## config.mk

```make
export PLATFORM = sky130hd
export DESIGN_NAME = rwb_window_regs
export DESIGN_NICKNAME = d
export VERILOG_FILES = /design/src/design/rwb_pkg.sv /design/src/design/rwb_bounds_if.sv /design/src/design/rwb_shadow.sv /design/src/design/rwb_window_regs.sv
export VERILOG_INCLUDE_DIRS = /design/src /design/src/design
export SDC_FILE = /design/constraint.sdc
export NUM_CORES = 1
export LEC_CHECK = 0
export ABC_AREA = 1
export BUFFER_PORTS_ARGS = -buffer_cell sky130_fd_sc_hd__buf_2
export CORE_UTILIZATION = 40
export DETAILED_ROUTE_END_ITERATION = 6
export PLACE_DENSITY = 0.71
export SETUP_SLACK_MARGIN = 0.3
export SLEW_MARGIN = 30
export SYNTH_ARGS = -nofsm -noshare
export SYNTH_HDL_FRONTEND = slang
export SYNTH_SLANG_ARGS = --single-unit
export TNS_END_PERCENT = 20
```

## constraint.sdc

```tcl
create_clock -name clk -period 6.3 [get_ports clk]
set_clock_uncertainty 0.05 [all_clocks]
set_input_delay 0.63 -clock clk [delete_from_list [all_inputs] [get_ports clk]]
set_output_delay 0.63 -clock clk [all_outputs]
set_load 0.01 [all_outputs]
```

## src/design/rwb_regs.svh

```systemverilog
// register offsets, field positions and reset values of the window bounds
`ifndef RWB_REGS_SVH
`define RWB_REGS_SVH

`define RWB_OFS_ROW_START 8'h19
`define RWB_OFS_ROW_END 8'h1A
`define RWB_OFS_ROW_LOW 8'h1B
`define RWB_OFS_COL_START 8'h1C
`define RWB_OFS_COL_END 8'h1D

`define RWB_RST_ROW_START 8'h00
`define RWB_RST_ROW_END 8'h1B
`define RWB_RST_ROW_LOW 6'h23
`define RWB_RST_COL_START 8'h00
`define RWB_RST_COL_END 8'h28

`define RWB_POS_START_ROW_B2 5
`define RWB_POS_END_ROW_B2 2
`define RWB_LOW_WIDTH 6

`define RWB_FIX_START_LOW 2'h0
`define RWB_FIX_END_LOW 2'h3

`endif

```

## src/design/rwb_pkg.sv

```systemverilog
// types shared by the window bounds register group
`default_nettype none
package rwb_pkg;
	typedef logic [10:0] rwb_addr_t;
	typedef logic [7:0] rwb_byte_t;
	typedef enum logic [1:0] {
		RWB_IN_SYNC = 2'b00,
		RWB_PENDING = 2'b01
	} rwb_state_t;
endpackage : rwb_pkg
`default_nettype wire

```

## src/design/rwb_bounds_if.sv

```systemverilog
// staged window bounds passed from the register file to the shadow copy
`default_nettype none
interface rwb_bounds_if;
	rwb_pkg::rwb_addr_t first_row;
	rwb_pkg::rwb_addr_t last_row;
	rwb_pkg::rwb_addr_t first_col;
	rwb_pkg::rwb_addr_t last_col;
	logic load;
	modport src (output first_row, last_row, first_col, last_col, load);
	modport dst (input first_row, last_row, first_col, last_col, load);
endinterface : rwb_bounds_if
`default_nettype wire

```

## src/design/rwb_shadow.sv

```systemverilog
// shadow copy of the window bounds, taken over at a frame boundary
`include "rwb_regs.svh"
`default_nettype none
module rwb_shadow (
	input wire logic clk,                              // system clock
	input wire logic sys_rst,                          // async reset, high
	rwb_bounds_if.dst stg,                             // staged bounds
	output rwb_pkg::rwb_addr_t first_row_address,      // live first row
	output rwb_pkg::rwb_addr_t last_row_address,       // live last row
	output rwb_pkg::rwb_addr_t first_column_address,   // live first column
	output rwb_pkg::rwb_addr_t last_column_address     // live last column
);
	rwb_pkg::rwb_addr_t frow_ff, lrow_ff, fcol_ff, lcol_ff;
	rwb_pkg::rwb_addr_t nxt_frow, nxt_lrow, nxt_fcol, nxt_lcol;

	always_comb begin
		nxt_frow = frow_ff;
		nxt_lrow = lrow_ff;
		nxt_fcol = fcol_ff;
		nxt_lcol = lcol_ff;
		if (stg.load) begin
			nxt_frow = stg.first_row;
			nxt_lrow = stg.last_row;
			nxt_fcol = stg.first_col;
			nxt_lcol = stg.last_col;
		end
	end

	always_ff @(posedge clk or posedge sys_rst) begin
		if (sys_rst) begin
			frow_ff <= {`RWB_RST_ROW_START, 1'b1, `RWB_FIX_START_LOW};
			lrow_ff <= {`RWB_RST_ROW_END, 1'b0, `RWB_FIX_END_LOW};
			fcol_ff <= {`RWB_RST_COL_START, 1'b0, `RWB_FIX_START_LOW};
			lcol_ff <= {`RWB_RST_COL_END, 1'b1, `RWB_FIX_END_LOW};
		end else begin
			frow_ff <= nxt_frow;
			lrow_ff <= nxt_lrow;
			fcol_ff <= nxt_fcol;
			lcol_ff <= nxt_lcol;
		end
	end

	assign first_row_address = frow_ff;
	assign last_row_address = lrow_ff;
	assign first_column_address = fcol_ff;
	assign last_column_address = lcol_ff;
endmodule : rwb_shadow
`default_nettype wire

```

## src/design/rwb_window_regs.sv

```systemverilog
// active readout window bounds register group with frame-aligned shadow
//
// Contract
// - first row bits 10:3 come from the whole row start register.
// - last row bits 10:3 come from the whole row end register.
// - row low bits register bit 5 is first row bit 2.
// - first row bits 1:0 are zero; low register bits 4:3 ignored.
// - row low bits register bit 2 is last row bit 2.
// - last row bits 1:0 are 11; low register bits 1:0 ignored.
// - first column bits 10:3 come from the column start register.
// - last column bits 10:3 come from column end register at 1D.
// - first column bits 1:0 are zero whatever is written.
`include "rwb_regs.svh"
`default_nettype none
module rwb_window_regs (
	input wire logic clk,                              // system clock
	input wire logic sys_rst,                          // async reset, high
	input wire logic [7:0] reg_addr,                   // register address
	input wire logic [7:0] reg_wdata,                  // write data
	input wire logic reg_wr,                           // write strobe
	input wire logic reg_rd,                           // read strobe
	output logic [7:0] reg_rdata,                      // read data
	input wire logic frame_start,                      // frame boundary
	input wire logic col_start_bit2,                   // first column bit 2
	input wire logic col_end_bit2,                     // last column bit 2
	output rwb_pkg::rwb_addr_t first_row_address,      // live first row
	output rwb_pkg::rwb_addr_t last_row_address,       // live last row
	output rwb_pkg::rwb_addr_t first_column_address,   // live first column
	output rwb_pkg::rwb_addr_t last_column_address,    // live last column
	output logic update_pending                        // staged not yet live
);
	rwb_pkg::rwb_byte_t row_start_ff, row_end_ff, col_start_ff, col_end_ff;
	rwb_pkg::rwb_byte_t nxt_row_start, nxt_row_end;
	rwb_pkg::rwb_byte_t nxt_col_start, nxt_col_end;
	logic [`RWB_LOW_WIDTH-1:0] row_low_ff, nxt_row_low;
	rwb_pkg::rwb_byte_t rdata_ff, nxt_rdata;
	rwb_pkg::rwb_state_t state_ff, nxt_state;
	logic wr_hit;

	rwb_bounds_if stg ();

	function automatic rwb_pkg::rwb_byte_t read_mux(
		input logic [7:0] a,
		input rwb_pkg::rwb_byte_t rs,
		input rwb_pkg::rwb_byte_t re,
		input logic [`RWB_LOW_WIDTH-1:0] lo,
		input rwb_pkg::rwb_byte_t cs,
		input rwb_pkg::rwb_byte_t ce
	);
		rwb_pkg::rwb_byte_t d;
		case (a)
			`RWB_OFS_ROW_START: d = rs;
			`RWB_OFS_ROW_END: d = re;
			`RWB_OFS_ROW_LOW: d = {2'h0, lo};
			`RWB_OFS_COL_START: d = cs;
			`RWB_OFS_COL_END: d = ce;
			default: d = 8'h00;
		endcase
		return d;
	endfunction : read_mux

	// register writes; low bits 4:3 and 1:0 are stored for readback only
	always_comb begin
		nxt_row_start = row_start_ff;
		nxt_row_end = row_end_ff;
		nxt_row_low = row_low_ff;
		nxt_col_start = col_start_ff;
		nxt_col_end = col_end_ff;
		wr_hit = 1'b0;
		if (reg_wr) begin
			case (reg_addr)
				`RWB_OFS_ROW_START: begin
					nxt_row_start = reg_wdata;
					wr_hit = 1'b1;
				end
				`RWB_OFS_ROW_END: begin
					nxt_row_end = reg_wdata;
					wr_hit = 1'b1;
				end
				`RWB_OFS_ROW_LOW: begin
					nxt_row_low = reg_wdata[`RWB_LOW_WIDTH-1:0];
					wr_hit = 1'b1;
				end
				`RWB_OFS_COL_START: begin
					nxt_col_start = reg_wdata;
					wr_hit = 1'b1;
				end
				`RWB_OFS_COL_END: begin
					nxt_col_end = reg_wdata;
					wr_hit = 1'b1;
				end
				default: wr_hit = 1'b0;
			endcase
		end
	end

	always_ff @(posedge clk or posedge sys_rst) begin
		if (sys_rst) begin
			row_start_ff <= `RWB_RST_ROW_START;
			row_end_ff <= `RWB_RST_ROW_END;
			row_low_ff <= `RWB_RST_ROW_LOW;
			col_start_ff <= `RWB_RST_COL_START;
			col_end_ff <= `RWB_RST_COL_END;
		end else begin
			row_start_ff <= nxt_row_start;
			row_end_ff <= nxt_row_end;
			row_low_ff <= nxt_row_low;
			col_start_ff <= nxt_col_start;
			col_end_ff <= nxt_col_end;
		end
	end

	// read data is registered; unmapped addresses read zero
	always_comb begin
		nxt_rdata = rdata_ff;
		if (reg_rd) begin
			nxt_rdata = read_mux(reg_addr, row_start_ff, row_end_ff,
				row_low_ff, col_start_ff, col_end_ff);
		end
	end

	always_ff @(posedge clk or posedge sys_rst) begin
		if (sys_rst) begin
			rdata_ff <= 8'h00;
		end else begin
			rdata_ff <= nxt_rdata;
		end
	end

	assign reg_rdata = rdata_ff;

	// pending tracks staged changes; a write in the frame cycle stays pending
	always_comb begin
		case (state_ff)
			rwb_pkg::RWB_IN_SYNC: begin
				nxt_state = wr_hit ? rwb_pkg::RWB_PENDING
					: rwb_pkg::RWB_IN_SYNC;
			end
			rwb_pkg::RWB_PENDING: begin
				nxt_state = (frame_start && !wr_hit) ? rwb_pkg::RWB_IN_SYNC
					: rwb_pkg::RWB_PENDING;
			end
			default: nxt_state = rwb_pkg::RWB_IN_SYNC;
		endcase
	end

	always_ff @(posedge clk or posedge sys_rst) begin
		if (sys_rst) begin
			state_ff <= rwb_pkg::RWB_IN_SYNC;
		end else begin
			state_ff <= nxt_state;
		end
	end

	assign update_pending = (state_ff == rwb_pkg::RWB_PENDING);

	// staged bounds assembled from the byte registers and the column bit 2 pins
	assign stg.first_row = {row_start_ff,
		row_low_ff[`RWB_POS_START_ROW_B2],
		`RWB_FIX_START_LOW};
	assign stg.last_row = {row_end_ff,
		row_low_ff[`RWB_POS_END_ROW_B2],
		`RWB_FIX_END_LOW};
	assign stg.first_col = {col_start_ff, col_start_bit2,
		`RWB_FIX_START_LOW};
	assign stg.last_col = {col_end_ff, col_end_bit2, `RWB_FIX_END_LOW};
	assign stg.load = frame_start;

	rwb_shadow u_shadow (
		.clk(clk),
		.sys_rst(sys_rst),
		.stg(stg),
		.first_row_address(first_row_address),
		.last_row_address(last_row_address),
		.first_column_address(first_column_address),
		.last_column_address(last_column_address)
	);
endmodule : rwb_window_regs
`default_nettype wire

```

; ---- After elaboration in Yosys (flattened, before gate mapping)
; Index checks and enable logic that the tools add are counted.
[totals]
inputBits = 23
reg_bits = 84
[op_classes]
n_mux = 6
n_eq_ne = 6
reduce_logical = 9
[ops]
columns = operator, n
row1 = $eq 8x5->1 const B, 5
row2 = $pmux 8 s5, 1
row3 = $reduce_and 2->1, 5
row4 = $reduce_or 5->1, 1
row5 = $mux 1, 4
row6 = $eq 2x1->1 const B, 1
row7 = $logic_not 2->1, 1
row8 = $pmux 1 s2, 1
row9 = $logic_and 1x1->1, 1
row10 = $logic_not 1->1, 1

; ---- Longest topological paths before layout
[logic_depth]
ltp_word = 8
mapped_depth = 8

; ---- Hierarchy
; From an unflattened synthesis, not the netlist that was laid out.
[hier_totals]
cells_unflattened = 455
area_unflattened_um2 = 4212.8
[by_module_without_submodules]
columns = module, seq_area_each_um2, n_inst, area_each_um2, cells_each
row1 = rwb_window_regs, 1187.4, 1, 2462.4, 268
row2 = rwb_shadow, 1116.1, 1, 1750.4, 187

; ---- Least setup slack after synthesis
; OpenSTA, ideal clock, no wires.
[synth_path]
path_type = input to register
start = input reg_addr[5]
end = register rdata_ff[0], in the netlist reg_rdata[0]
arrival_time_ns = 1.426
slack_ns = 4.747
stages = 8
path_cell_list = inv_1 -> nand2_2 -> nor2_8 -> buf_4 -> nand4_1 -> nand2_1 -> inv_1 -> a21oi_1
[synth_between]
elab_chain_cells = 2
elab_cells_between_ends = 6
cone_classes = eq/ne: 5 / mux: 1
[synth_rtl]
columns = element, line
row1 = from (decl), rwb_window_regs.sv:18  ; input wire logic [7:0] reg_addr,
row2 = $eq 8x5->1, rwb_window_regs.sv:51  ; case (a)
row3 = $pmux 8 s5 *, rwb_window_regs.sv:51
row4 = to (signal assigned), rwb_window_regs.sv:126  ; rdata_ff <= nxt_rdata;
row5 = to (decl), rwb_window_regs.sv:36  ; rwb_pkg::rwb_byte_t rdata_ff, nxt_rdata;
; Every way passes the cells marked *; elsewhere a longest branch is shown, timed or not.
; A chain may end at the register's enable or synchronous reset.

; ---- Worst setup path in the final report
[layout_path]
start = input reg_addr[5]
end = register row_start_ff[5]
[layout_between]
elab_chain_cells = 2
[layout_rtl]
columns = element, line
row1 = $eq 8x5->1, rwb_window_regs.sv:71  ; case (reg_addr)
row2 = $reduce_and 2->1 (no source line), -
row3 = to (signal assigned), rwb_window_regs.sv:99  ; row_start_ff <= `RWB_RST_ROW_START;
row4 = to (signal assigned), rwb_window_regs.sv:105  ; row_start_ff <= nxt_row_start;
row5 = to (decl), rwb_window_regs.sv:32  ; rwb_pkg::rwb_byte_t row_start_ff, row_end_ff, col_start_ff, col_end_ff;
; Every way passes these cells.

==> results.json <==
{
  "p_leak_nw": 2.27,
  "totalWireLength_um": 8170,
  "multi_input_area_um2": 1440,
  "remaining_drc_errors": 0,
  "hold_viol": 0,
  "critical_path.cell_chain": "buf_2, inv_1, nand2_2, nor2_8, nand4_4, nand2_1, o21ai_2",
  "clock_path_buffers": 2,
  "cts_tree": "built",
  "rows": 35,
  "synth_area_um2": 3830,
  "grt_pass1_wl_um": 13500,
  "vias": 2749,
  "grt_pass1_vias": 2749,
  "drive_above_1_share_pct": 36.9,
  "p_per_area_nw_per_um2": 259,
  "ys_seq_elements": 83,
  "ff_latch_area_um2": 2100,
  "die_x_um": 99.8,
  "ys_seq_area_share_pct": 54.8,
  "grt_max_degree": 84,
  "cp.required_ps": 6490,
  "max_slew_margin_pct": 41.7,
  "post_cts_buffers": 0,
  "grt_usage_pct": 17.9,
  "max-vdd-ir-drop_v": 0.0000979,
  "arrival_ps": 2000,
  "nNetsFinal": 460,
  "rsz0062_at_grt": "no",
  "start_util_pct": 41.4,
  "ctsHtreeMaxLevel": 3,
  "ioPinCount": 76,
  "post_cts_resized": 0,
  "drt-vias-per-instance": 4.81,
  "worst_slew_pin_slew_ps": 875,
  "fin_util_pct": 47.9,
  "die_h_um": 99.8,
  "clock_latency_ps": 350,
  "fillCellCount": 871,
  "grt.overflow.total": 0,
  "start_kind": "input pin",
  "finalInstanceArea_um2": 4420,
  "cts-root-buf": "clkbuf_8",
  "hold_path.class": "input pin to asynchronous set/reset pin",
  "max_freq_mhz": 554,
  "setup_viol": 0,
  "whs_ps": 393,
  "setup_tns_ps": 0,
  "postCtsHoldBufs": 0,
  "die_area_um2": 9970,
  "fin_ws_ps": 4500,
  "cp_max_fo": 45,
  "routabilityCongestion": 0.841,
  "outcome": "finished clean",
  "timing.final.crit_share_pct": 28.6,
  "portBuffers": 67,
  "maxCapViolCount": 0,
  "first_iter_violations": 177,
  "end_kind": "flip-flop",
  "clkTransAtPathRegs_ps": 80,
  "placed_area_um2": 4190,
  "grt_antenna_before_repair": 0,
  "core_um2": 9240,
  "crit_slowest_cell": "nor2_8",
  "n_antenna_cell": 0,
  "detail-route-antenna-nets": 0,
  "cts_made_buffers": 9,
  "dp_slack_ps": 4140,
  "critPathKind": "input pin to flip-flop",
  "place_hpwl_um": 5870,
  "final_common_cell": "nand2_1",
  "cts.sinks": 83,
  "final_cell_mix": "nand2_1 (69), buf_2 (67), dfrtp_1 (66)",
  "yosysWarnings": 0,
  "final.min_clock_period_ps": 1800,
  "ys_types": 26,
  "syn_area_per_cell_um2": 10.2,
  "maxSlewViolCount": 0,
  "area_growth_pct": 15.5,
  "syn_inst": 375,
  "wl_per_cell_um": 14.3,
  "firstDrtPassIters": 4,
  "slowest_delay_ps": 520
}
==> area by class of cell <==
| class | instances | area share [%] |
|---|---|---|
| multi-input cells | 239 | 32.6 |
| well taps | 129 | 3.65 |
| clock buffers | 11 | 3.42 |
| repair buffers | 68 | 7.84 |
| clock inverters | 5 | 1.92 |
| flip-flops and latches | 83 | 47.4 |
| inverters | 36 | 3.08 |
==> path summary, 6_finish.rpt <==
path,from,to,slack (ps),depth (start not counted)
hold / removal,sys_rst,u_shadow.last_row_address[2]$_DFFE_PP0P_,390,3
hold reg to reg,reg_rdata[7]$_DFFE_PP0P_,reg_rdata[7]$_DFFE_PP0P_,440,2
setup reg to reg,col_end_ff[3]$_DFFE_PP1P_,reg_rdata[3]$_DFFE_PP0P_,5260,4
setup / recovery,reg_addr[5],row_start_ff[5]$_DFFE_PP0P_,4500,7
max in group asynchronous,sys_rst,row_end_ff[7]$_DFFE_PP0P_,5290,3
min in group clk,reg_rdata[7]$_DFFE_PP0P_,reg_rdata[7]$_DFFE_PP0P_,440,2
==> registers in the layout, summed over array words and instances (netlist names) <==
signal                         flops
state_ff                           1
col_end_ff                         8
row_end_ff                         8
col_start_ff                       8
u_shadow.first_row_address         9
u_shadow.last_column_address       9
u_shadow.first_column_address      9
u_shadow.last_row_address          9
row_start_ff                       8
reg_rdata                          8
row_low_ff                         6
==> power by group <==
part / total [mW] / switching (mW) / internal [mW]
registers: 0.593 / 0.0215 / 0.572
logic: 0.116 / 0.0722 / 0.0434
clock network: 0.437 / 0.191 / 0.246
==> Yosys cell counts <==
master    number  share of area, %
a21oi_1       16               2.1
buf_2          4              0.52
buf_4         12               2.4
buf_6          5               1.5
clkbuf_1       2              0.20
conb_1         2              0.20
dfrtp_1       66                43
dfstp_2       17                12
inv_1         33               3.2
inv_2          3              0.29
mux2_2        26               7.6
nand2_1       69               6.8
nand2_2        5              0.82
nand2_4        1              0.29
nand3_1       32               4.2
nand3_4        2              0.91
nand4_1        8               1.3
nand4_4        1              0.56
nor2_1        22               2.2
nor2_4         4               1.2
nor2_8         3               1.6
o21a_1         4              0.78
o21ai_0       10               1.3
o21ai_1       10               1.3
o21ai_2       16               3.7
o21bai_1       2              0.39
==> metal layers <==
layer | share of wire, % | wire length [µm] | vias up | global-route usage (%)
met3 | 4.6 | 372 | 17 | 4.53
met4 | 2.4 | 195 | 0 | 8.94
met2 | 48 | 3900 | 66 | 27.5
li1 | - | - | 1336 | -
met1 | 45 | 3700 | 1330 | 23.5
met5 | 0 | 0 | - | 0
==> cell families (layout without fill, tap and decap cells) <==
family,count (synthesis),after routing,share of synthesized area (%)
other cells,2,8,0.196
simple gates,147,147,19.7
buf+inv,59,120,8.07
compound gates,58,58,9.54
flops,83,83,54.8
mux,26,26,7.65
==> worst max-delay path, delay by kind of cell <==
| kind | cells | cell delay, ps |
|---|---|---|
| AO/OA/AOI/OAI | 1 | 60 |
| buffers and inverters | 2 | 140 |
| AND/OR/NAND/NOR | 4 | 1150 |
==> stage by stage <==
step | power [mW] | std cells
global route | 1.20 | 571
detailed placement | 0.721 | 555
finish | 1.15 | 571
global placement | 0.717 | 555
CTS | 1.16 | 571
floorplan | 0.676 | 381
No activity file was read; power rests on OpenSTA's default activity.
